==> src/hdl/ptd_defs.svh <==
`ifndef PTD_DEFS_SVH
`define PTD_DEFS_SVH
// ==========================================================================
// Clock and time base
`define PTD_CLK_HZ 10000000
`define PTD_MS_PER_S 1000
// ==========================================================================
// Times in milliseconds
`define PTD_DEBOUNCE_MS 32
`define PTD_SCAN_HALF_MS 2
`define PTD_ACK_MAX_MS 30
`define PTD_ACK_HALF_MS 1
`define PTD_BREAK_MS 60
`define PTD_MAKE_MS 40
`define PTD_PDP_MS 140
`define PTD_IDP_MS 940
`define PTD_PSD_MS 100
`define PTD_TONE_ON_MS 98
`define PTD_TONE_OFF_MS 102
`define PTD_PAUSE_MS 1100
`define PTD_FLASH_MS 600
// ==========================================================================
// Buffer and codes
`define PTD_BUF_DEPTH 28
`define PTD_CODE_STAR 4'ha
`define PTD_CODE_HASH 4'hb
`define PTD_CODE_MODE 4'hc
`define PTD_CODE_PAUSE 4'hd
`define PTD_CODE_FLASH 4'he
`define PTD_CODE_REDIAL 4'hf
// ==========================================================================
// Register map
`define PTD_ADDR_STATUS 12'h000
`define PTD_ADDR_CTRL 12'h004
`define PTD_ADDR_LAST 12'h008
`define PTD_CTRL_INHIBIT 0
`define PTD_CTRL_RESET 32'h00000000
`endif

==> src/hdl/ptd_pkg.sv <==
package ptd_pkg;
	// ==========================================================================
	// Types
	typedef enum logic [3:0] {
		PTD_IDLE = 4'h0, PTD_PRE = 4'h1, PTD_FETCH = 4'h3, PTD_TONE_ON = 4'h2,
		PTD_TONE_OFF = 4'h6, PTD_BRK = 4'h7, PTD_MAKE = 4'h5, PTD_IDP = 4'h4,
		PTD_SPEC_A = 4'hc, PTD_SPEC_B = 4'hd, PTD_FLASH = 4'hf
	} ptd_dial_type;
	typedef enum logic [1:0] {PTD_K_IDLE = 2'h0, PTD_K_DEB = 2'h1, PTD_K_HELD = 2'h3} ptd_key_type;
	typedef struct packed {
		logic valid;
		logic [3:0] code;
	} ptd_entry_type;
endpackage

==> src/hdl/ptd_dialer.sv <==
// Design decisions made here: the APB register port and the register offsets.
`timescale 1ns/1ps
`include "ptd_defs.svh"
// Summary of operation
// - First mode code inverts mode from default
// - Second mode code restores default mode
// - Mode pin changes default and current mode
// - Valid key is one row plus column
// - Low input starts alternate row/column scanning
// - 32 ms debounce, store if still valid
// - On-hook: no scan, store, never signal
// - Key during redial holds at pause, discarded
// - Binary mode: rows are code, column1 strobes
// - Codes map to digits then special functions
// - Input choice latched at power-up or on-hook
// - Ack pin high selects binary, low keypad
// - 500 Hz ack tone, max 30 ms or release
// - Ack every key in pulse, redial in tone
// - Tone mode mute active through whole dialing
// - Hook transition reinitialises, mode to default
// - Hook flash break on loop break output
// - Tone: mute, 100 ms, 98 ms bursts, 102 gaps
// - Pause code inserts 1.1 s plus pauses
// - 28 entry buffer, replayed by redial key
// - Flash gives 600 ms break, not redialed
// - Mode pin high tone, low pulse default
module ptd_dialer import ptd_pkg::*; #(
	parameter int CYC_PER_MS = `PTD_CLK_HZ / `PTD_MS_PER_S,
	parameter int BUF_DEPTH = `PTD_BUF_DEPTH
) (
	input wire logic pclk,
	input wire logic presetn,
	input wire logic psel,
	input wire logic penable,
	input wire logic pwrite,
	input wire logic [11:0] paddr,
	input wire logic [31:0] pwdata,
	output logic [31:0] prdata,
	output logic pready,
	output logic pslverr,
	input wire logic hook_state_input,
	input wire logic default_mode_select,
	input wire logic [3:0] keypad_row_in,
	output logic [3:0] keypad_row_out,
	output logic [3:0] keypad_row_oe,
	input wire logic [3:0] keypad_col_in,
	output logic [3:0] keypad_col_out,
	output logic [3:0] keypad_col_oe,
	input wire logic ack_tone_in,
	output logic ack_tone_out,
	output logic ack_tone_oe,
	output logic line_mute_output_out,
	output logic line_mute_output_oe,
	output logic loop_break_out,
	output logic loop_break_oe,
	output logic dtmf_tone_active,
	output logic [3:0] dtmf_tone_code
);
	initial begin
		if (CYC_PER_MS < 2 || BUF_DEPTH < 2 || BUF_DEPTH > 31) $error("ptd_dialer bad parameter");
	end
	// ==========================================================================
	// Input synchronisers
	logic [10:0] sync1_reg, sync2_reg;
	always_ff @(posedge pclk or negedge presetn) begin
		if (!presetn) begin
			sync1_reg <= 11'h7ff;
			sync2_reg <= 11'h7ff;
		end else begin
			sync1_reg <= {ack_tone_in, default_mode_select, hook_state_input, keypad_col_in,
				keypad_row_in};
			sync2_reg <= sync1_reg;
		end
	end
	wire logic [3:0] row_s = sync2_reg[3:0];
	wire logic [3:0] col_s = sync2_reg[7:4];
	wire logic hook_s = sync2_reg[8];
	wire logic dflt_s = sync2_reg[9];
	wire logic strap_s = sync2_reg[10];
	// ==========================================================================
	// Millisecond tick
	logic [31:0] pre_reg;
	wire logic ms_tick = (pre_reg == 32'(CYC_PER_MS - 1));
	logic hook_d_reg, bin_mode_reg, toggle_reg, strobe_d_reg;
	logic [1:0] strap_wait_reg;
	wire logic hook_edge = hook_s ^ hook_d_reg;
	always_ff @(posedge pclk or negedge presetn) begin
		if (!presetn) begin
			pre_reg <= 32'h0;
			hook_d_reg <= 1'b1;
			strap_wait_reg <= 2'h3;
			bin_mode_reg <= 1'b0;
			strobe_d_reg <= 1'b0;
		end else begin
			pre_reg <= ms_tick ? 32'h0 : pre_reg + 32'h1;
			hook_d_reg <= hook_s;
			strobe_d_reg <= col_s[0];
			// Strap is latched once the synchronisers hold real pin levels
			if (strap_wait_reg != 2'h0)
				strap_wait_reg <= strap_wait_reg - 2'h1;
			if ((strap_wait_reg == 2'h1) || ((strap_wait_reg == 2'h0) && hook_s))
				bin_mode_reg <= strap_s;
		end
	end
	// Current mode: 1 is tone, 0 is pulse
	wire logic cur_mode = dflt_s ^ toggle_reg;
	// ==========================================================================
	// Keypad scan
	logic phase_reg, row_ok_reg, col_ok_reg;
	logic [1:0] row_idx_reg, col_idx_reg;
	logic [1:0] scan_ms_reg;
	ptd_key_type kstate_reg;
	logic [5:0] key_ms_reg;
	ptd_entry_type held_reg;
	function automatic logic one_hot(input logic [3:0] v);
		return (v != 4'h0) && ((v & (v - 4'h1)) == 4'h0);
	endfunction
	function automatic logic [1:0] enc(input logic [3:0] v);
		return v[3] ? 2'h3 : v[2] ? 2'h2 : v[1] ? 2'h1 : 2'h0;
	endfunction
	function automatic logic [3:0] key_code(input logic [1:0] r, input logic [1:0] c);
		logic [3:0] t [0:15];
		t = '{4'h1, 4'h2, 4'h3, `PTD_CODE_FLASH, 4'h4, 4'h5, 4'h6, `PTD_CODE_MODE,
			4'h7, 4'h8, 4'h9, `PTD_CODE_PAUSE, `PTD_CODE_STAR, 4'h0, `PTD_CODE_HASH,
			`PTD_CODE_REDIAL};
		return t[{r, c}];
	endfunction
	wire logic keypad_mode = !bin_mode_reg;
	wire logic scanning = keypad_mode && !hook_s;
	wire logic [3:0] row_low = ~row_s;
	wire logic [3:0] col_low = ~col_s;
	wire logic key_valid = row_ok_reg && col_ok_reg;
	wire logic scan_busy = (kstate_reg != PTD_K_IDLE) || (|row_low) || row_ok_reg || col_ok_reg;
	wire logic phase_flip = scanning && ms_tick && scan_busy &&
		(scan_ms_reg == 2'(`PTD_SCAN_HALF_MS - 1));
	always_ff @(posedge pclk or negedge presetn) begin
		if (!presetn) begin
			phase_reg <= 1'b0;
			scan_ms_reg <= 2'h0;
			row_ok_reg <= 1'b0;
			col_ok_reg <= 1'b0;
			row_idx_reg <= 2'h0;
			col_idx_reg <= 2'h0;
		end else if (!keypad_mode || hook_edge) begin
			phase_reg <= 1'b0;
			row_ok_reg <= 1'b0;
			col_ok_reg <= 1'b0;
		end else if (hook_s) begin
			row_ok_reg <= one_hot(row_low);
			col_ok_reg <= one_hot(col_low);
			row_idx_reg <= enc(row_low);
			col_idx_reg <= enc(col_low);
		end else begin
			if (ms_tick && scan_busy)
				scan_ms_reg <= phase_flip ? 2'h0 : scan_ms_reg + 2'h1;
			if (phase_flip) begin
				phase_reg <= !phase_reg;
				if (!phase_reg) begin
					row_ok_reg <= one_hot(row_low);
					row_idx_reg <= enc(row_low);
				end else begin
					col_ok_reg <= one_hot(col_low);
					col_idx_reg <= enc(col_low);
				end
			end
		end
	end
	// Phase 0 drives columns low and reads rows; phase 1 the reverse
	assign keypad_col_out = 4'h0;
	assign keypad_row_out = 4'h0;
	assign keypad_col_oe = {4{scanning && !phase_reg}};
	assign keypad_row_oe = {4{scanning && phase_reg}};
	// ==========================================================================
	// Key acceptance and acknowledge tone
	logic replay_reg;
	logic [4:0] ack_ms_reg;
	logic ack_on_reg, ack_wave_reg;
	wire logic [3:0] cur_key = key_code(row_idx_reg, col_idx_reg);
	wire logic deb_done = (kstate_reg == PTD_K_DEB) && ms_tick && (key_ms_reg == 6'h0);
	wire logic key_accept = deb_done && key_valid && (cur_key == held_reg.code);
	wire logic strobe_rise = bin_mode_reg && col_s[0] && !strobe_d_reg;
	wire ptd_entry_type new_entry = strobe_rise ? '{1'b1, {row_s[3], row_s[2], row_s[1], row_s[0]}}
		: '{key_accept, cur_key};
	wire logic entry_redial = new_entry.valid && (new_entry.code == `PTD_CODE_REDIAL);
	wire logic entry_store = new_entry.valid && !entry_redial && !replay_reg;
	wire logic ack_start = key_accept && !replay_reg && (!cur_mode || entry_redial);
	always_ff @(posedge pclk or negedge presetn) begin
		if (!presetn) begin
			kstate_reg <= PTD_K_IDLE;
			key_ms_reg <= 6'h0;
			held_reg <= '0;
		end else if (hook_edge || !keypad_mode) begin
			kstate_reg <= PTD_K_IDLE;
		end else begin
			unique case (kstate_reg)
				PTD_K_IDLE: if (key_valid) begin
					kstate_reg <= PTD_K_DEB;
					key_ms_reg <= 6'(`PTD_DEBOUNCE_MS);
					held_reg <= '{1'b1, cur_key};
				end
				PTD_K_DEB: if (deb_done) begin
					kstate_reg <= key_accept ? PTD_K_HELD : PTD_K_IDLE;
				end else if (ms_tick) begin
					key_ms_reg <= key_ms_reg - 6'h1;
				end
				PTD_K_HELD: if (!key_valid) kstate_reg <= PTD_K_IDLE;
			endcase
		end
	end
	always_ff @(posedge pclk or negedge presetn) begin
		if (!presetn) begin
			ack_on_reg <= 1'b0;
			ack_ms_reg <= 5'h0;
			ack_wave_reg <= 1'b0;
		end else if (ack_start) begin
			ack_on_reg <= 1'b1;
			ack_ms_reg <= 5'h0;
			ack_wave_reg <= 1'b1;
		end else if (ack_on_reg && (!key_valid || hook_edge ||
			(ms_tick && ack_ms_reg == 5'(`PTD_ACK_MAX_MS - 1)))) begin
			ack_on_reg <= 1'b0;
		end else if (ack_on_reg && ms_tick) begin
			ack_ms_reg <= ack_ms_reg + 5'h1;
			ack_wave_reg <= !ack_wave_reg;
		end
	end
	assign ack_tone_out = ack_wave_reg;
	assign ack_tone_oe = ack_on_reg && keypad_mode;
	// ==========================================================================
	// Redial buffer
	logic [3:0] mem [0:BUF_DEPTH-1];
	logic [4:0] count_reg, rd_ptr_reg;
	logic fresh_reg;
	logic [3:0] last_reg;
	ptd_dial_type dial_reg;
	logic inhibit_reg;
	wire logic replay_hold_w = replay_reg && (kstate_reg != PTD_K_IDLE || key_valid);
	wire logic fetch = (dial_reg == PTD_FETCH) && !replay_hold_w;
	wire logic have_entry = rd_ptr_reg != count_reg;
	wire logic start_redial = entry_redial && !replay_reg && !hook_s && (dial_reg == PTD_IDLE);
	wire logic [3:0] fetch_code = mem[rd_ptr_reg];
	always_ff @(posedge pclk) begin
		if (entry_store && (fresh_reg || count_reg < 5'(BUF_DEPTH)))
			mem[fresh_reg ? 5'h0 : count_reg] <= new_entry.code;
	end
	always_ff @(posedge pclk or negedge presetn) begin
		if (!presetn) begin
			count_reg <= 5'h0;
			rd_ptr_reg <= 5'h0;
			fresh_reg <= 1'b1;
			replay_reg <= 1'b0;
			last_reg <= 4'h0;
		end else if (hook_edge) begin
			fresh_reg <= 1'b1;
			replay_reg <= 1'b0;
			rd_ptr_reg <= count_reg;
		end else begin
			if (entry_store && (fresh_reg || count_reg < 5'(BUF_DEPTH))) begin
				count_reg <= fresh_reg ? 5'h1 : count_reg + 5'h1;
				last_reg <= new_entry.code;
				fresh_reg <= 1'b0;
				if (fresh_reg)
					rd_ptr_reg <= hook_s ? 5'h1 : 5'h0;
			end else if (start_redial) begin
				rd_ptr_reg <= 5'h0;
				replay_reg <= 1'b1;
				fresh_reg <= 1'b0;
			end else if (fetch) begin
				if (have_entry)
					rd_ptr_reg <= rd_ptr_reg + 5'h1;
				else
					replay_reg <= 1'b0;
			end
		end
	end
	// ==========================================================================
	// Signalling engine
	logic [10:0] dial_ms_reg;
	logic [3:0] pulses_reg;
	wire logic dial_done = ms_tick && (dial_ms_reg == 11'h0);
	wire logic [10:0] idp_ms = cur_mode ? 11'(`PTD_TONE_OFF_MS) : 11'(`PTD_IDP_MS);
	wire logic is_digit = fetch_code < `PTD_CODE_MODE;
	always_ff @(posedge pclk or negedge presetn) begin
		if (!presetn) begin
			dial_reg <= PTD_IDLE;
			dial_ms_reg <= 11'h0;
			pulses_reg <= 4'h0;
			toggle_reg <= 1'b0;
			dtmf_tone_code <= 4'h0;
		end else if (hook_edge || hook_s) begin
			dial_reg <= PTD_IDLE;
			toggle_reg <= 1'b0;
		end else begin
			if (ms_tick && dial_ms_reg != 11'h0)
				dial_ms_reg <= dial_ms_reg - 11'h1;
			unique case (dial_reg)
				PTD_IDLE: if ((have_entry || start_redial) && !inhibit_reg) begin
					dial_reg <= PTD_PRE;
					dial_ms_reg <= cur_mode ? 11'(`PTD_PSD_MS) : 11'(`PTD_PDP_MS);
				end
				PTD_PRE: if (dial_done) dial_reg <= PTD_FETCH;
				PTD_FETCH: if (fetch) begin
					if (!have_entry) begin
						dial_reg <= PTD_IDLE;
					end else if (is_digit && cur_mode) begin
						dial_reg <= PTD_TONE_ON;
						dtmf_tone_code <= fetch_code;
						dial_ms_reg <= 11'(`PTD_TONE_ON_MS);
					end else if (is_digit && fetch_code <= 4'h9) begin
						dial_reg <= PTD_BRK;
						pulses_reg <= (fetch_code == 4'h0) ? 4'ha : fetch_code;
						dial_ms_reg <= 11'(`PTD_BREAK_MS);
					end else if (fetch_code == `PTD_CODE_MODE || fetch_code == `PTD_CODE_PAUSE) begin
						toggle_reg <= toggle_reg ^ (fetch_code == `PTD_CODE_MODE);
						dial_reg <= PTD_SPEC_A;
						dial_ms_reg <= idp_ms;
					end else if (fetch_code == `PTD_CODE_FLASH && !replay_reg) begin
						dial_reg <= PTD_FLASH;
						dial_ms_reg <= 11'(`PTD_FLASH_MS);
					end
				end
				PTD_TONE_ON: if (dial_done) begin
					dial_reg <= PTD_TONE_OFF;
					dial_ms_reg <= 11'(`PTD_TONE_OFF_MS);
				end
				PTD_TONE_OFF: if (dial_done) dial_reg <= PTD_FETCH;
				PTD_BRK: if (dial_done) begin
					dial_reg <= PTD_MAKE;
					pulses_reg <= pulses_reg - 4'h1;
					dial_ms_reg <= 11'(`PTD_MAKE_MS);
				end
				PTD_MAKE: if (dial_done) begin
					dial_reg <= (pulses_reg == 4'h0) ? PTD_IDP : PTD_BRK;
					dial_ms_reg <= (pulses_reg == 4'h0) ? idp_ms : 11'(`PTD_BREAK_MS);
				end
				PTD_IDP: if (dial_done) dial_reg <= PTD_FETCH;
				PTD_SPEC_A: if (dial_done) begin
					dial_reg <= PTD_SPEC_B;
					dial_ms_reg <= 11'(`PTD_PAUSE_MS);
				end
				PTD_SPEC_B: if (dial_done) begin
					dial_reg <= PTD_IDP;
					dial_ms_reg <= idp_ms;
				end
				PTD_FLASH: if (dial_done) begin
					dial_reg <= PTD_IDP;
					dial_ms_reg <= idp_ms;
				end
				default: dial_reg <= PTD_IDLE;
			endcase
		end
	end
	assign line_mute_output_out = 1'b0;
	assign line_mute_output_oe = (dial_reg != PTD_IDLE);
	assign loop_break_out = 1'b0;
	assign loop_break_oe = (dial_reg == PTD_BRK) || (dial_reg == PTD_FLASH);
	assign dtmf_tone_active = (dial_reg == PTD_TONE_ON);
	// ==========================================================================
	// APB registers
	logic [31:0] rdata_reg;
	wire logic setup = psel && !penable;
	wire logic wr_en = psel && penable && pwrite;
	wire logic hit_status = (paddr == `PTD_ADDR_STATUS);
	wire logic hit_ctrl = (paddr == `PTD_ADDR_CTRL);
	wire logic hit_last = (paddr == `PTD_ADDR_LAST);
	wire logic hit_any = hit_status || hit_ctrl || hit_last;
	wire logic [31:0] status_w = {11'h0, rd_ptr_reg, 3'h0, count_reg, dial_reg, replay_reg,
		bin_mode_reg, dflt_s, cur_mode};
	wire logic [31:0] rd_mux = hit_status ? status_w : hit_ctrl ? {31'h0, inhibit_reg} :
		hit_last ? {28'h0, last_reg} : 32'h0;
	always_ff @(posedge pclk or negedge presetn) begin
		if (!presetn) begin
			rdata_reg <= 32'h0;
			inhibit_reg <= 1'(`PTD_CTRL_RESET);
		end else begin
			if (setup)
				rdata_reg <= pwrite ? 32'h0 : rd_mux;
			if (wr_en && hit_ctrl)
				inhibit_reg <= pwdata[`PTD_CTRL_INHIBIT];
		end
	end
	assign prdata = rdata_reg;
	assign pready = penable;
	assign pslverr = psel && penable && !hit_any;
endmodule // ptd_dialer

==> config.mk <==
export PLATFORM = sky130hd
export DESIGN_NAME = ptd_dialer
export DESIGN_NICKNAME = d
export VERILOG_FILES = /design/src/hdl/ptd_pkg.sv /design/src/hdl/ptd_dialer.sv
export VERILOG_INCLUDE_DIRS = /design/src /design/src/hdl
export SDC_FILE = /design/constraint.sdc
export NUM_CORES = 1
export LEC_CHECK = 0
export ABC_AREA = 1
export ABC_CLOCK_PERIOD_IN_PS = 8500
export BUFFER_PORTS_ARGS = -buffer_cell sky130_fd_sc_hd__buf_2
export CORE_MARGIN = 4
export CORE_UTILIZATION = 30
export DETAILED_ROUTE_END_ITERATION = 16
export SYNTH_ARGS = -nofsm -noshare
export SYNTH_HDL_FRONTEND = slang
export SYNTH_SLANG_ARGS = --single-unit
==> constraint.sdc <==
create_clock -name pclk -period 8.5 [get_ports pclk]
set_input_delay 0 -clock pclk [delete_from_list [all_inputs] [get_ports pclk]]
set_output_delay 0 -clock pclk [all_outputs]
set_load 0.01 [all_outputs]
## After elaboration in Yosys (flattened, before gate mapping)

Memory sizes are Yosys's and may differ from the RTL's.
Index checks and enable logic that the tools add are counted.

- Memories: 2
- Flip-flop bits (word level): 160
- ROM bits: 64
- Output and inout bits: 61
- Bits in writable memories: 112
- Bits of input ports: 60
- Logic and storage cells: 354

Memories:

| memory | words | bits a word | read ports | clocked after Yosys merged registers in | write ports | RTL line | source |
|---|---|---|---|---|---|---|---|
| mem | 28 | 4 | 1 | 0 | 1 | ptd_dialer.sv:231 | `logic [3:0] mem [0:BUF_DEPTH-1];` |
| (no name shown) | 16 | 4 | 1 | 0 | 0 | ptd_dialer.sv:126 | `return t[{r, c}];` |

- $lt $le $gt $ge: 4
- Add/subtract/negate cells: 11
- Multiplexer cells: 116
- Reduce and logical (&&, ||, !) cells: 125
- Bitwise gates (word level): 12
- Eq/ne operators: 53

Operators with widths:

| kind | count |
|---|---|
| 2-to-1 mux 11 bit | 13 |
| 2-to-1 mux 4 bit | 24 |
| case mux 11 bit (7 select lines) | 1 |
| 2-to-1 mux 5 bit | 12 |
| logical AND 1 bit | 43 |
| 2-to-1 mux 21 bit | 2 |
| 2-to-1 mux 1 bit | 36 |
| 2-to-1 mux 2 bit | 17 |
| adder 32 x 1 -> 32 bit (second input constant) | 1 |
| equality test 32 x 14 -> 1 bit (second input constant) | 1 |
| 2-to-1 mux 32 bit | 1 |
| case mux 4 bit (8 select lines) | 1 |
| equality test 4 bit (second input constant) | 7 |
| nonzero test 2 bit | 13 |
| inequality test 2 bit (second input constant) | 12 |
| AND reduction 3 bit | 7 |
| zero test 4 bit | 5 |
| 2-to-1 mux 10 bit | 2 |
| nonzero test 4 bit | 5 |
| 2-to-1 mux 6 bit | 3 |
| inequality test 3 bit (second input constant) | 6 |
| equality test 4 x 3 -> 1 bit (second input constant) | 4 |
| logical OR 1 bit | 16 |
| adder 5 x 1 -> 5 bit (second input constant) | 3 |
| 46 further kinds | 86 |

## Longest topological paths before layout

Gate-level depths: netlist of the first run.

- Depth in word-level cells: 17
- Gate-level depth with buffers: 23

## Worst setup path before layout of the first run

Ideal clock, no wire load.

- Path type: reg2reg
- Start: reg col_idx_reg[1]
- End: mem mem[0][0] (enable)
- Arrival time: 2,769 ps
- Data required time: 8,223 ps
- Library setup time: 277 ps
- Cell stages (with the launch flop): 14
- Slack: 5,454 ps
- Path through: dfrtp_1 > inv_1 > ha_1 > or2_0 > nand2_1 > nand2_1 > o21ai_1 > nand2_1 > nor2_1 > nor3_2 > nand2_2 > inv_1 > o211ai_1 > nor2_1

RTL lines:

| what | RTL line | source |
|---|---|---|
| start: declaration | ptd_dialer.sv:110 | `logic [1:0] row_idx_reg, col_idx_reg;` |
| start signal: assignment | ptd_dialer.sv:152 | `col_idx_reg <= enc(col_low);` |
| start signal: assignment | ptd_dialer.sv:163 | `col_idx_reg <= enc(col_low);` |
| end: declaration | ptd_dialer.sv:231 |  |

==> results.txt, run 1 <==
status -> finished, final reports clean
CP startpoint kind -> register
number of synthesized flops with an enable pin -> 112
area occupied by multi-input gates -> 0.00563 sq mm
share of cells above drive strength 1 -> 0.120
Clock Pin Slew Worst Setup and Hold Paths -> 60 ps
DIE HEIGHT -> 222 microns
first-pass GRT wire length -> 56.8 mm
Pleak -> 7.15 nW
final antenna-violating net count -> 0
WL/cell -> 14.7 microns
DR vias -> 11,300
Post-Place Cell Area -> 0.0146 sq mm
vias in the first global route -> 11,100
Die X -> 222 microns
CTS H-tree lvls -> 1
Max Freq -> 282 MHz
clk root buf -> clkbuf_16
Layout Skew -> 30.8 ps
Antenna Cells -> 0
Worst-Margin Slew -> 1120 ps
sequential share of the synthesized area -> 0.511
clk buf depth -> 3
drt pass-1 iters -> 5
yosys warns -> 0
DP HPWL -> 24.3 mm
switching share of power -> 0.347
Final Max Slew Viols -> 0
pwr/cell area -> 239 mW/mm^2
Crit Path Max Fanout -> 30
Port Buffers -> 65
Psw -> 1.32 mW
max cap viols -> 0
Yosys reg bits -> 258
hold buffer count at cts -> 28
# fillers -> 4,606
CTS Buf Count -> 29
Worst Path Required -> 8710 ps
most frequent cells in the layout -> nand2_1, inv_1, nor2_1
Comb power frac -> 0.268
post-DR vias/cell -> 4.77
Worst-Skew Late Latency -> 580 ps
final hold vios -> 0
Die ar. -> 0.0495 sq mm
final worst path period share -> 0.417
GRT Resource Usage Total -> 0.137
endpoints failing setup -> 0
Final #Nets -> 1,833
hold crit path type -> primary input to asynchronous set/reset pin
Worst slew margin -> 0.249
synthesized instance count -> 1,666
dominant synthesized flop cell -> dfrtp_1
Int Pwr -> 2.48 mW
Cell Area, Synth -> 0.0138 sq mm
initial antenna violation count -> 0
Starting Density -> 0.304
TritonCTS clock tree -> yes
DR iter-0 viols -> 908
# rows -> 78
final wirelength -> 34.8 mm
Placer Congestion -> 0.898
CP Capture Type -> register
Syn-to-layout area delta -> 15.3%
Arrival @ worst endpoint -> 3760 ps
power share of the sequential group -> 0.391
Setup TNS Final -> 0 ps
largest net degree at the start of global routing -> 77
clock power share -> 0.341
RSZ-0062 raised after global routing -> false
Synth Area per Inst -> 8.28 sq um
DR DRC count -> 0
Sink Count -> 258
Post-CTS Resized -> 0
most common cell after layout, fill and taps aside -> nand2_1
minimum clock period after layout -> 3550 ps
max reg flops -> 112
IO Pins -> 121
total grt overflow -> 0
postcts setup bufs -> 0
core box area -> 0.0454 sq mm
asr flop ratio synth -> 0.566
final instance area -> 0.0159 sq mm
peak supply drop -> 0.000246 V
Setup CP Type -> register to register
Yosys cell types -> 56
storage element area -> 0.00705 sq mm
Power, Total -> 3.80 mW
[final cells by class]
type / count / share of cell area
clock inverters: 19 / 0.0109
clock buffers: 35 / 0.0524
flip-flops and latches: 258 / 0.443
inverters: 213 / 0.0503
well taps: 600 / 0.0472
repair buffers: 101 / 0.0422
multi-input cells: 1152 / 0.354
[power groups by stage]
stage,logic [mW],clock network (mW),registers (mW)
after detailed placement,1.01,0,1.51
after CTS,1.02,1.33,1.49
after global routing,1.15,1.38,1.50
after floorplan,0.729,0,1.49
final,1.02,1.29,1.49
after global placement,1.01,0,1.51
[per-layer routing]
layer	wire (microns)	global-route usage	share of wire	up-vias
met5	0	0	0	-
met4	779	0.0334	0.022	0
met3	2170	0.0196	0.062	44
met2	16100	0.230	0.46	333
met1	15800	0.187	0.45	5352
li1	-	-	-	5605
[synth_stat cells, types with 3 or more instances]
| library cell | n | area, sq um |
|---|---|---|
| nand2_1 | 434 | 1630 |
| inv_1 | 196 | 736 |
| nor2_1 | 172 | 646 |
| dfrtp_1 | 120 | 3000 |
| nand3_1 | 119 | 596 |
| edfxtp_1 | 112 | 3360 |
| o21ai_0 | 106 | 531 |
| a21oi_1 | 46 | 230 |
| buf_4 | 33 | 248 |
| nor3_1 | 30 | 150 |
| xor2_1 | 28 | 245 |
| dfstp_2 | 26 | 683 |
| nand4_1 | 23 | 144 |
| buf_2 | 18 | 90.1 |
| ha_1 | 18 | 225 |
| o21ai_1 | 17 | 85.1 |
| o22ai_1 | 15 | 93.8 |
| o31ai_1 | 15 | 113 |
| inv_2 | 13 | 48.8 |
| nor2_2 | 13 | 81.3 |
| nand2_2 | 12 | 75.1 |
| nor4_1 | 12 | 75.1 |
| clkbuf_1 | 11 | 41.3 |
| o211ai_1 | 10 | 75.1 |
| xnor2_1 | 10 | 87.6 |
| clkinv_1 | 4 | 15.0 |
| nand2_4 | 4 | 45.0 |
| nor3_2 | 4 | 40.0 |
| or2_2 | 4 | 25.0 |
| buf_6 | 3 | 33.8 |
| nand3b_1 | 3 | 22.5 |
| nor2_4 | 3 | 33.8 |
[critical path, cell delays in order, from the launching register on]
cell and delay [ps]:
dfstp_2 550, inv_1 70, nor3_4 430, o21ai_2 130
buf_4 260, nand2_1 140, nor2_1 80, nor3_2 180
nand2_2 130, inv_1 140, nand4_1 540, nor2_1 530
[worst paths after layout]
kind | from | endpoint | slack (ps) | cells after the start
max in group asynchronous | presetn | strobe_d_reg | 7080 | 3
worst max register to register | sync2_reg[4] | mem[27][3] | 4950 | 11
min in group pclk | default_mode_select | sync1_reg[9] | 70 | 2
worst min-delay path | presetn | dial_ms_reg[5] | 9 | 2
worst min register to register | sync1_reg[7] | sync2_reg[7] | 350 | 0
worst max-delay path | sync2_reg[4] | mem[27][3] | 4950 | 11
[kinds of logic (layout without fill, tap and decap cells)]
| kind of cell | Yosys count | in the layout | share of synthesized area |
|---|---|---|---|
| simple gates | 848 | 848 | 0.269 |
| buf+inv | 279 | 368 | 0.0882 |
| flops | 258 | 258 | 0.511 |
| compound gates | 223 | 223 | 0.0903 |
| xor+xnor | 39 | 39 | 0.0253 |
| fa+ha+maj | 18 | 18 | 0.0163 |
| other cells | 1 | 24 | 0.000272 |
[stage by stage]
step	hold slack, ps	setup slack, ps	utilization	instances
after CTS	12.0	4940	0.351	2378
after floorplan	-296	5450	-	1689
final	9.45	4950	0.351	2378
after global routing	78.1	4710	0.351	2378
after detailed placement	79.6	4920	0.322	2296
after global placement	66.0	5050	0.322	2296
No activity file was read; power rests on OpenSTA's default activity.
==> run 2: changes to the inputs <==
--- a/config.mk
+++ b/config.mk
@@ -7,7 +7,7 @@
 export NUM_CORES = 1
 export LEC_CHECK = 0
 export ABC_AREA = 1
-export ABC_CLOCK_PERIOD_IN_PS = 8500
+export ABC_CLOCK_PERIOD_IN_PS = 3100
 export BUFFER_PORTS_ARGS = -buffer_cell sky130_fd_sc_hd__buf_2
 export CORE_MARGIN = 4
 export CORE_UTILIZATION = 30
==> constraint.sdc (replaced) <==
create_clock -name pclk -period 3.1 [get_ports pclk]
set_input_delay 0 -clock pclk [delete_from_list [all_inputs] [get_ports pclk]]
set_output_delay 0 -clock pclk [all_outputs]
set_load 0.01 [all_outputs]
==> run 2 against run 1 <==
  * Sequential share of layout area is 1.1 points lower
  * Register-to-register slack worse by 4600 ps
  * Global-route usage is 0.45 points higher
  * Cell count is 2.3% higher
  * Highest routed layer unchanged
==> results.txt, run 2 (synthesis gave the netlist of run 1 again) <==
Setup TNS Final -> 0 ps (unchanged)
DR vias -> 11,400 (+0.62%)
Final Util -> 0.359 (+0.00890)
clk root buf -> clkbuf_16
vias in the first global route -> 11,300 (+2.2%)
WL/cell -> 14.6 microns (-0.21%)
final wirelength -> 35.6 mm (+2.1%)
CP startpoint kind -> register
Worst Path Required -> 3530 ps (-5180 ps)
Post-Place Worst Slack -> 352 ps (-4570 ps)
Crit Reg-Reg Endpoint -> ack_ms_reg[2]
most common cell after layout, fill and taps aside -> nand2_1
worst hold start -> psel
post-DR vias/cell -> 4.69 (-1.7%)
total grt overflow -> 0 (unchanged)
DP HPWL -> 25.4 mm (+4.3%)
RSZ-0062 raised after global routing -> false
reg-to-reg startpoint -> pre_reg[0]
final antenna-violating net count -> 0 (unchanged)
switching share of power -> 0.347 (-0.000348)
status -> finished, final reports clean
Final #Nets -> 1,888 (+3.0%)
Pleak -> 7.43 nW (+3.9%)
IO Pins -> 121 (unchanged)
postcts setup bufs -> 0 (unchanged)
worst reg-to-reg path cell count -> 17 (+6)
core box area -> 0.0454 sq mm (unchanged)
Die ar. -> 0.0495 sq mm (unchanged)
reg2reg setup slack -> 330 ps (-4620 ps)
Syn-to-layout area delta -> 18.3%
max reg flops -> 112 (unchanged)
area occupied by multi-input gates -> 0.00563 sq mm (unchanged)
largest net degree at the start of global routing -> 104 (+35%)
final hold vios -> 0 (unchanged)
clk buf depth -> 3 (unchanged)
GRT Resource Usage Total -> 0.141 (+0.00445)
Die X -> 222 microns (unchanged)
Comb power frac -> 0.276 (+0.008)
# rows -> 78 (unchanged)
storage element area -> 0.00705 sq mm (unchanged)
endpoints failing setup -> 0 (unchanged)
hold-critical path endpoint -> prdata[9]
max cap viols -> 0 (unchanged)
Antenna Cells -> 0 (unchanged)
Setup CP Type -> register to register
TritonCTS clock tree -> yes
clock power share -> 0.333 (-0.008)
final worst path period share -> 0.892 (+0.475)
Clock Pin Slew Worst Setup and Hold Paths -> 60 ps (about the same)
power share of the sequential group -> 0.391 (about the same)
# fillers -> 4,629 (+0.50%)
peak supply drop -> 0.000402 V (+63%)
first-pass GRT wire length -> 58.1 mm (+2.3%)
drt pass-1 iters -> 5 (unchanged)
Int Pwr -> 6.83 mW (+180%)
Arrival @ worst endpoint -> 3200 ps (-560 ps)
Placer Congestion -> 0.901 (+0.39%)
Max Freq -> 362 MHz (+28%)
Power, Total -> 10.5 mW (+180%)
Worst slew margin -> 0.487 (+0.238)
Crit Path Max Fanout -> 9 (-70%)
CP Capture Type -> register
Cells after DPL -> 2,352 (+2.4%)
pwr/cell area -> 641 mW/mm^2 (+170%)
hold crit path type -> primary input to register
Sink Count -> 258 (unchanged)
most frequent cells in the layout -> nand2_1, inv_1, nor2_1
WHS Path Cells -> 4
Port Buffers -> 65 (unchanged)
CTS H-tree lvls -> 1 (unchanged)
DR iter-0 viols -> 768 (-15%)
DIE HEIGHT -> 222 microns (unchanged)
share of cells above drive strength 1 -> 0.147 (+0.0269)
CTS Buf Count -> 29 (unchanged)
DR DRC count -> 0 (unchanged)
minimum clock period after layout -> 2770 ps (-781 ps)
Starting Density -> 0.304 (unchanged)
initial antenna violation count -> 0 (unchanged)
Final Instance Count excl. Fillers -> 2,433 (+2.3%)
PnR worst setup slack -> 335 ps (-4620 ps)
Final Max Slew Viols -> 0 (unchanged)
Psw -> 3.63 mW (+180%)
Layout Skew -> 29.8 ps (-0.964 ps)
Worst-Margin Slew -> 768 ps (-354 ps)
Worst-Skew Late Latency -> 570 ps (about the same)
[run 2: worst max-delay path, stage by stage (launching register included)]
cell and delay (ps):
dfrtp_1 370, ha_1 180, nand2_1 90, nor2_4 140, nand2_1 80, nor2_2 140
buf_4 150, nand4_4 180, inv_2 230, nand2_1 80, nor2_1 140, nand4_1 110
nor2_1 250, inv_1 150, nand2_1 80, nand2_1 60, o21ai_0 140, a21oi_1 50
[run 2: worst max-delay path by stage]
stage	to	slack (ps)	from
after floorplan	mem[0][0]	50	col_idx_reg[1]
after global placement	ack_ms_reg[2]	380	pre_reg[0]
after detailed placement	ack_ms_reg[2]	350	pre_reg[0]
after CTS	ack_ms_reg[2]	330	pre_reg[0]
after global routing	ack_ms_reg[2]	70	pre_reg[0]
final	ack_ms_reg[2]	330	pre_reg[0]
[run 2: per-layer routing]
layer	share of wire	track usage	vias up
met5	0	0	-
met4	0.026	0.0360	0
met3	0.054	0.0199	52
met2	0.46	0.231	325
met1	0.46	0.198	5334
li1	-	-	5693
[run 2: cell type report]
cell class | count | area share
Clock inverter | 19 | 0.0115
Sequential cell | 258 | 0.432
Tap cell | 600 | 0.0460
Multi-Input combinational cell | 1152 | 0.345
Timing Repair Buffer | 156 | 0.0682
Inverter | 213 | 0.0490
Clock buffer | 35 | 0.0480
[run 2: what timing repair did]
item                                   CTS  global route
resized for setup                        0             0
hold buffers                            27             0
endpoints found under the hold margin  151             0
[run 2: per-stage QoR]
stage | instance area (sq um) | hold WS, ps
6_report | 16300 | 38.9
5_1_grt | 16300 | 79.5
4_1_cts | 16300 | 10.2
3_5_place_dp | 15100 | -43.5
3_3_place_gp | 15100 | -48.5
2_1_floorplan | 13900 | -296
[run 2: power by group through the flow]
stage	logic (mW)	clock network (mW)	registers [mW]
global route	3.27	3.73	4.12
global placement	2.84	0	4.15
finish	2.89	3.48	4.09
CTS	2.90	3.58	4.09
floorplan	2.00	0	4.09
detailed placement	2.86	0	4.16
==> run 3: changes to the inputs <==
--- a/config.mk
+++ b/config.mk
@@ -9,8 +9,11 @@
 export ABC_AREA = 1
 export ABC_CLOCK_PERIOD_IN_PS = 3100
 export BUFFER_PORTS_ARGS = -buffer_cell sky130_fd_sc_hd__buf_2
+export CORE_ASPECT_RATIO = 0.75
 export CORE_MARGIN = 4
 export CORE_UTILIZATION = 30
+export CTS_BUF_LIST = sky130_fd_sc_hd__clkbuf_4 sky130_fd_sc_hd__clkbuf_8 sky130_fd_sc_hd__clkbuf_16
+export CTS_CLUSTER_DIAMETER = 50
 export DETAILED_ROUTE_END_ITERATION = 16
 export SYNTH_ARGS = -nofsm -noshare
 export SYNTH_HDL_FRONTEND = slang
==> run 3 against run 2 <==
  * Wire length is 4.4% higher
  * First-iteration DRC count is 31% higher
  * Final area is 0.94% lower
  * Cell count is 1.2% lower
  * Die area hardly changed
  * Via count is 2.2% higher
  * Largest cell class unchanged
  * Sequential share of layout area is 0.41 points higher
==> results.txt, run 3 (synthesis gave the netlist of run 1 again) <==
minimum clock period after layout -> 2810 ps (+40.5 ps)
worst hold start -> paddr[0]
Die X -> 256 microns (+15%)
total grt overflow -> 0 (unchanged)
CP Capture Type -> register
# rows -> 67 (-14%)
WHS Path Cells -> 5 (+1)
final hold vios -> 0 (unchanged)
switching share of power -> 0.352 (+0.00569)
Worst-Margin Slew -> 797 ps (+29.4 ps)
drt pass-1 iters -> 5 (unchanged)
CTS H-tree lvls -> 1 (unchanged)
DIE HEIGHT -> 194 microns (-13%)
Worst-Skew Late Latency -> 580 ps (about the same)
CP startpoint kind -> register
Placer Congestion -> 0.905 (+0.40%)
Port Buffers -> 65 (unchanged)
hold-critical path endpoint -> prdata[7]
CTS Buf Count -> 28 (-3.4%)
Layout Skew -> 37.8 ps (+7.99 ps)
share of cells above drive strength 1 -> 0.147 (+0.000196)
Crit Path Max Fanout -> 7 (-2)
core box area -> 0.0450 sq mm (-0.80%)
Clock Pin Slew Worst Setup and Hold Paths -> 60 ps (about the same)
Final Util -> 0.359 (-0.000484)
reg2reg setup slack -> 290 ps (-40 ps)
Final Instance Count excl. Fillers -> 2,403 (-1.2%)
Cells after DPL -> 2,334 (-0.77%)
GRT Resource Usage Total -> 0.147 (+0.00530)
Sink Count -> 258 (unchanged)
Power, Total -> 10.4 mW (-0.83%)
clk buf depth -> 3 (unchanged)
Crit Reg-Reg Endpoint -> mem[3][0]
Worst Path Required -> 3450 ps (-80 ps)
Setup TNS Final -> 0 ps (unchanged)
postcts setup bufs -> 0 (unchanged)
DR vias -> 11,700 (+2.2%)
largest net degree at the start of global routing -> 81 (-22%)
Starting Density -> 0.306 (+0.00246)
power share of the sequential group -> 0.393 (+0.002)
DR DRC count -> 0 (unchanged)
reg-to-reg startpoint -> sync2_reg[4]
clock power share -> 0.323 (-0.010)
DR iter-0 viols -> 1,003 (+31%)
endpoints failing setup -> 0 (unchanged)
most frequent cells in the layout -> nand2_1, inv_1, nor2_1
Syn-to-layout area delta -> 17.2%
worst reg-to-reg path cell count -> 14 (-3)
# fillers -> 4,599 (-0.65%)
first-pass GRT wire length -> 60.1 mm (+3.5%)
most common cell after layout, fill and taps aside -> nand2_1
vias in the first global route -> 11,200 (-1.1%)
RSZ-0062 raised after global routing -> false
Comb power frac -> 0.284 (+0.008)
Die ar. -> 0.0495 sq mm (about the same)
Worst slew margin -> 0.469 (-0.0181)
DP HPWL -> 26.8 mm (+5.7%)
final worst path period share -> 0.905 (+0.0130)
Final Max Slew Viols -> 0 (unchanged)
Psw -> 3.66 mW (+0.80%)
peak supply drop -> 0.000512 V (+27%)
max reg flops -> 112 (unchanged)
Setup CP Type -> register to register
pwr/cell area -> 642 mW/mm^2 (+0.11%)
Final #Nets -> 1,874 (-0.74%)
Int Pwr -> 6.72 mW (-1.7%)
Antenna Cells -> 0 (unchanged)
TritonCTS clock tree -> yes
clk root buf -> clkbuf_16
Pleak -> 7.36 nW (-0.89%)
Max Freq -> 356 MHz (-1.4%)
status -> finished, final reports clean
final antenna-violating net count -> 0 (unchanged)
max cap viols -> 0 (unchanged)
WL/cell -> 15.5 microns (+5.7%)
post-DR vias/cell -> 4.85 (+3.5%)
final wirelength -> 37.1 mm (+4.4%)
Arrival @ worst endpoint -> 3150 ps (-50 ps)
IO Pins -> 121 (unchanged)
initial antenna violation count -> 0 (unchanged)
hold crit path type -> primary input to register
## run 3: changes by cell type in the layout (fill, tap and decap cells not counted), sizes merged, moves of 4 or more
cell         before  now
buf             130  125
clkinv           15   10
dlygate4sd3      26   18
inv             212  216
## run 3: per-layer routing
| metal | track usage | up-vias | wire, microns |
|---|---|---|---|
| met5 | 0 | - | 0 |
| met4 | 0.0244 | 0 | 531 |
| met3 | 0.0235 | 45 | 2600 |
| met2 | 0.215 | 394 | 15400 |
| met1 | 0.230 | 5549 | 18600 |
| li1 | - | 5669 | - |
## run 3: per-stage QoR
step / hold WS (ps) / setup WS, ps / area [sq um]
after floorplan: -296 / 53.7 / 13900
after global placement: 108 / 346 / 15000
after detailed placement: 107 / 325 / 15000
after CTS: 5.33 / 315 / 16200
after global routing: 48.9 / 43.2 / 16200
final: 29.1 / 294 / 16200
## run 3: worst max-delay path: stages, from the launching register on
cell,delay (ps)
dfstp_2,560
inv_1,70
nor3_4,380
buf_4,200
nand2_1,60
o21ai_2,60
nand2_1,100
nor2_1,260
nor3_2,90
nand2_2,130
inv_1,100
nand4_1,180
buf_4,190
nor2_1,40
buf_4,170
## run 3: how the worst max path moves through the flow
| stage | endpoint | depth (start not counted) | startpoint |
|---|---|---|---|
| 2_1_floorplan | mem[0][0] | 13 | col_idx_reg[1] |
| 3_3_place_gp | mem[3][2] | 14 | sync2_reg[4] |
| 3_5_place_dp | mem[3][2] | 14 | sync2_reg[4] |
| 4_1_cts | mem[22][2] | 14 | sync2_reg[4] |
| 5_1_grt | ack_ms_reg[2] | 17 | pre_reg[0] |
| 6_report | mem[3][0] | 14 | sync2_reg[4] |
## run 3: area by class of cell
| cell class | instances | area (sq um) | area share |
|---|---|---|---|
| Sequential cell | 258 | 7050 | 0.436 |
| Multi-Input combinational cell | 1152 | 5630 | 0.348 |
| Tap cell | 586 | 733 | 0.0454 |
| Timing Repair Buffer | 143 | 1010 | 0.0626 |
| Inverter | 213 | 800 | 0.0495 |
| Clock inverter | 14 | 129 | 0.00798 |
| Clock buffer | 37 | 805 | 0.0498 |
## run 3: power groups by stage
stage | sequential, mW | clock [mW] | combinational, mW
finish | 4.08 | 3.35 | 2.94
global route | 4.09 | 3.59 | 3.29
CTS | 4.07 | 3.44 | 2.92
detailed placement | 4.14 | 0 | 2.90
global placement | 4.13 | 0 | 2.87
floorplan | 4.09 | 0 | 2.00
## run 3: what timing repair did
item,CTS,global route
hold endpoints to repair,108,0
hold buffers,18,0
resized for setup,0,1
setup endpoints to repair,0,1
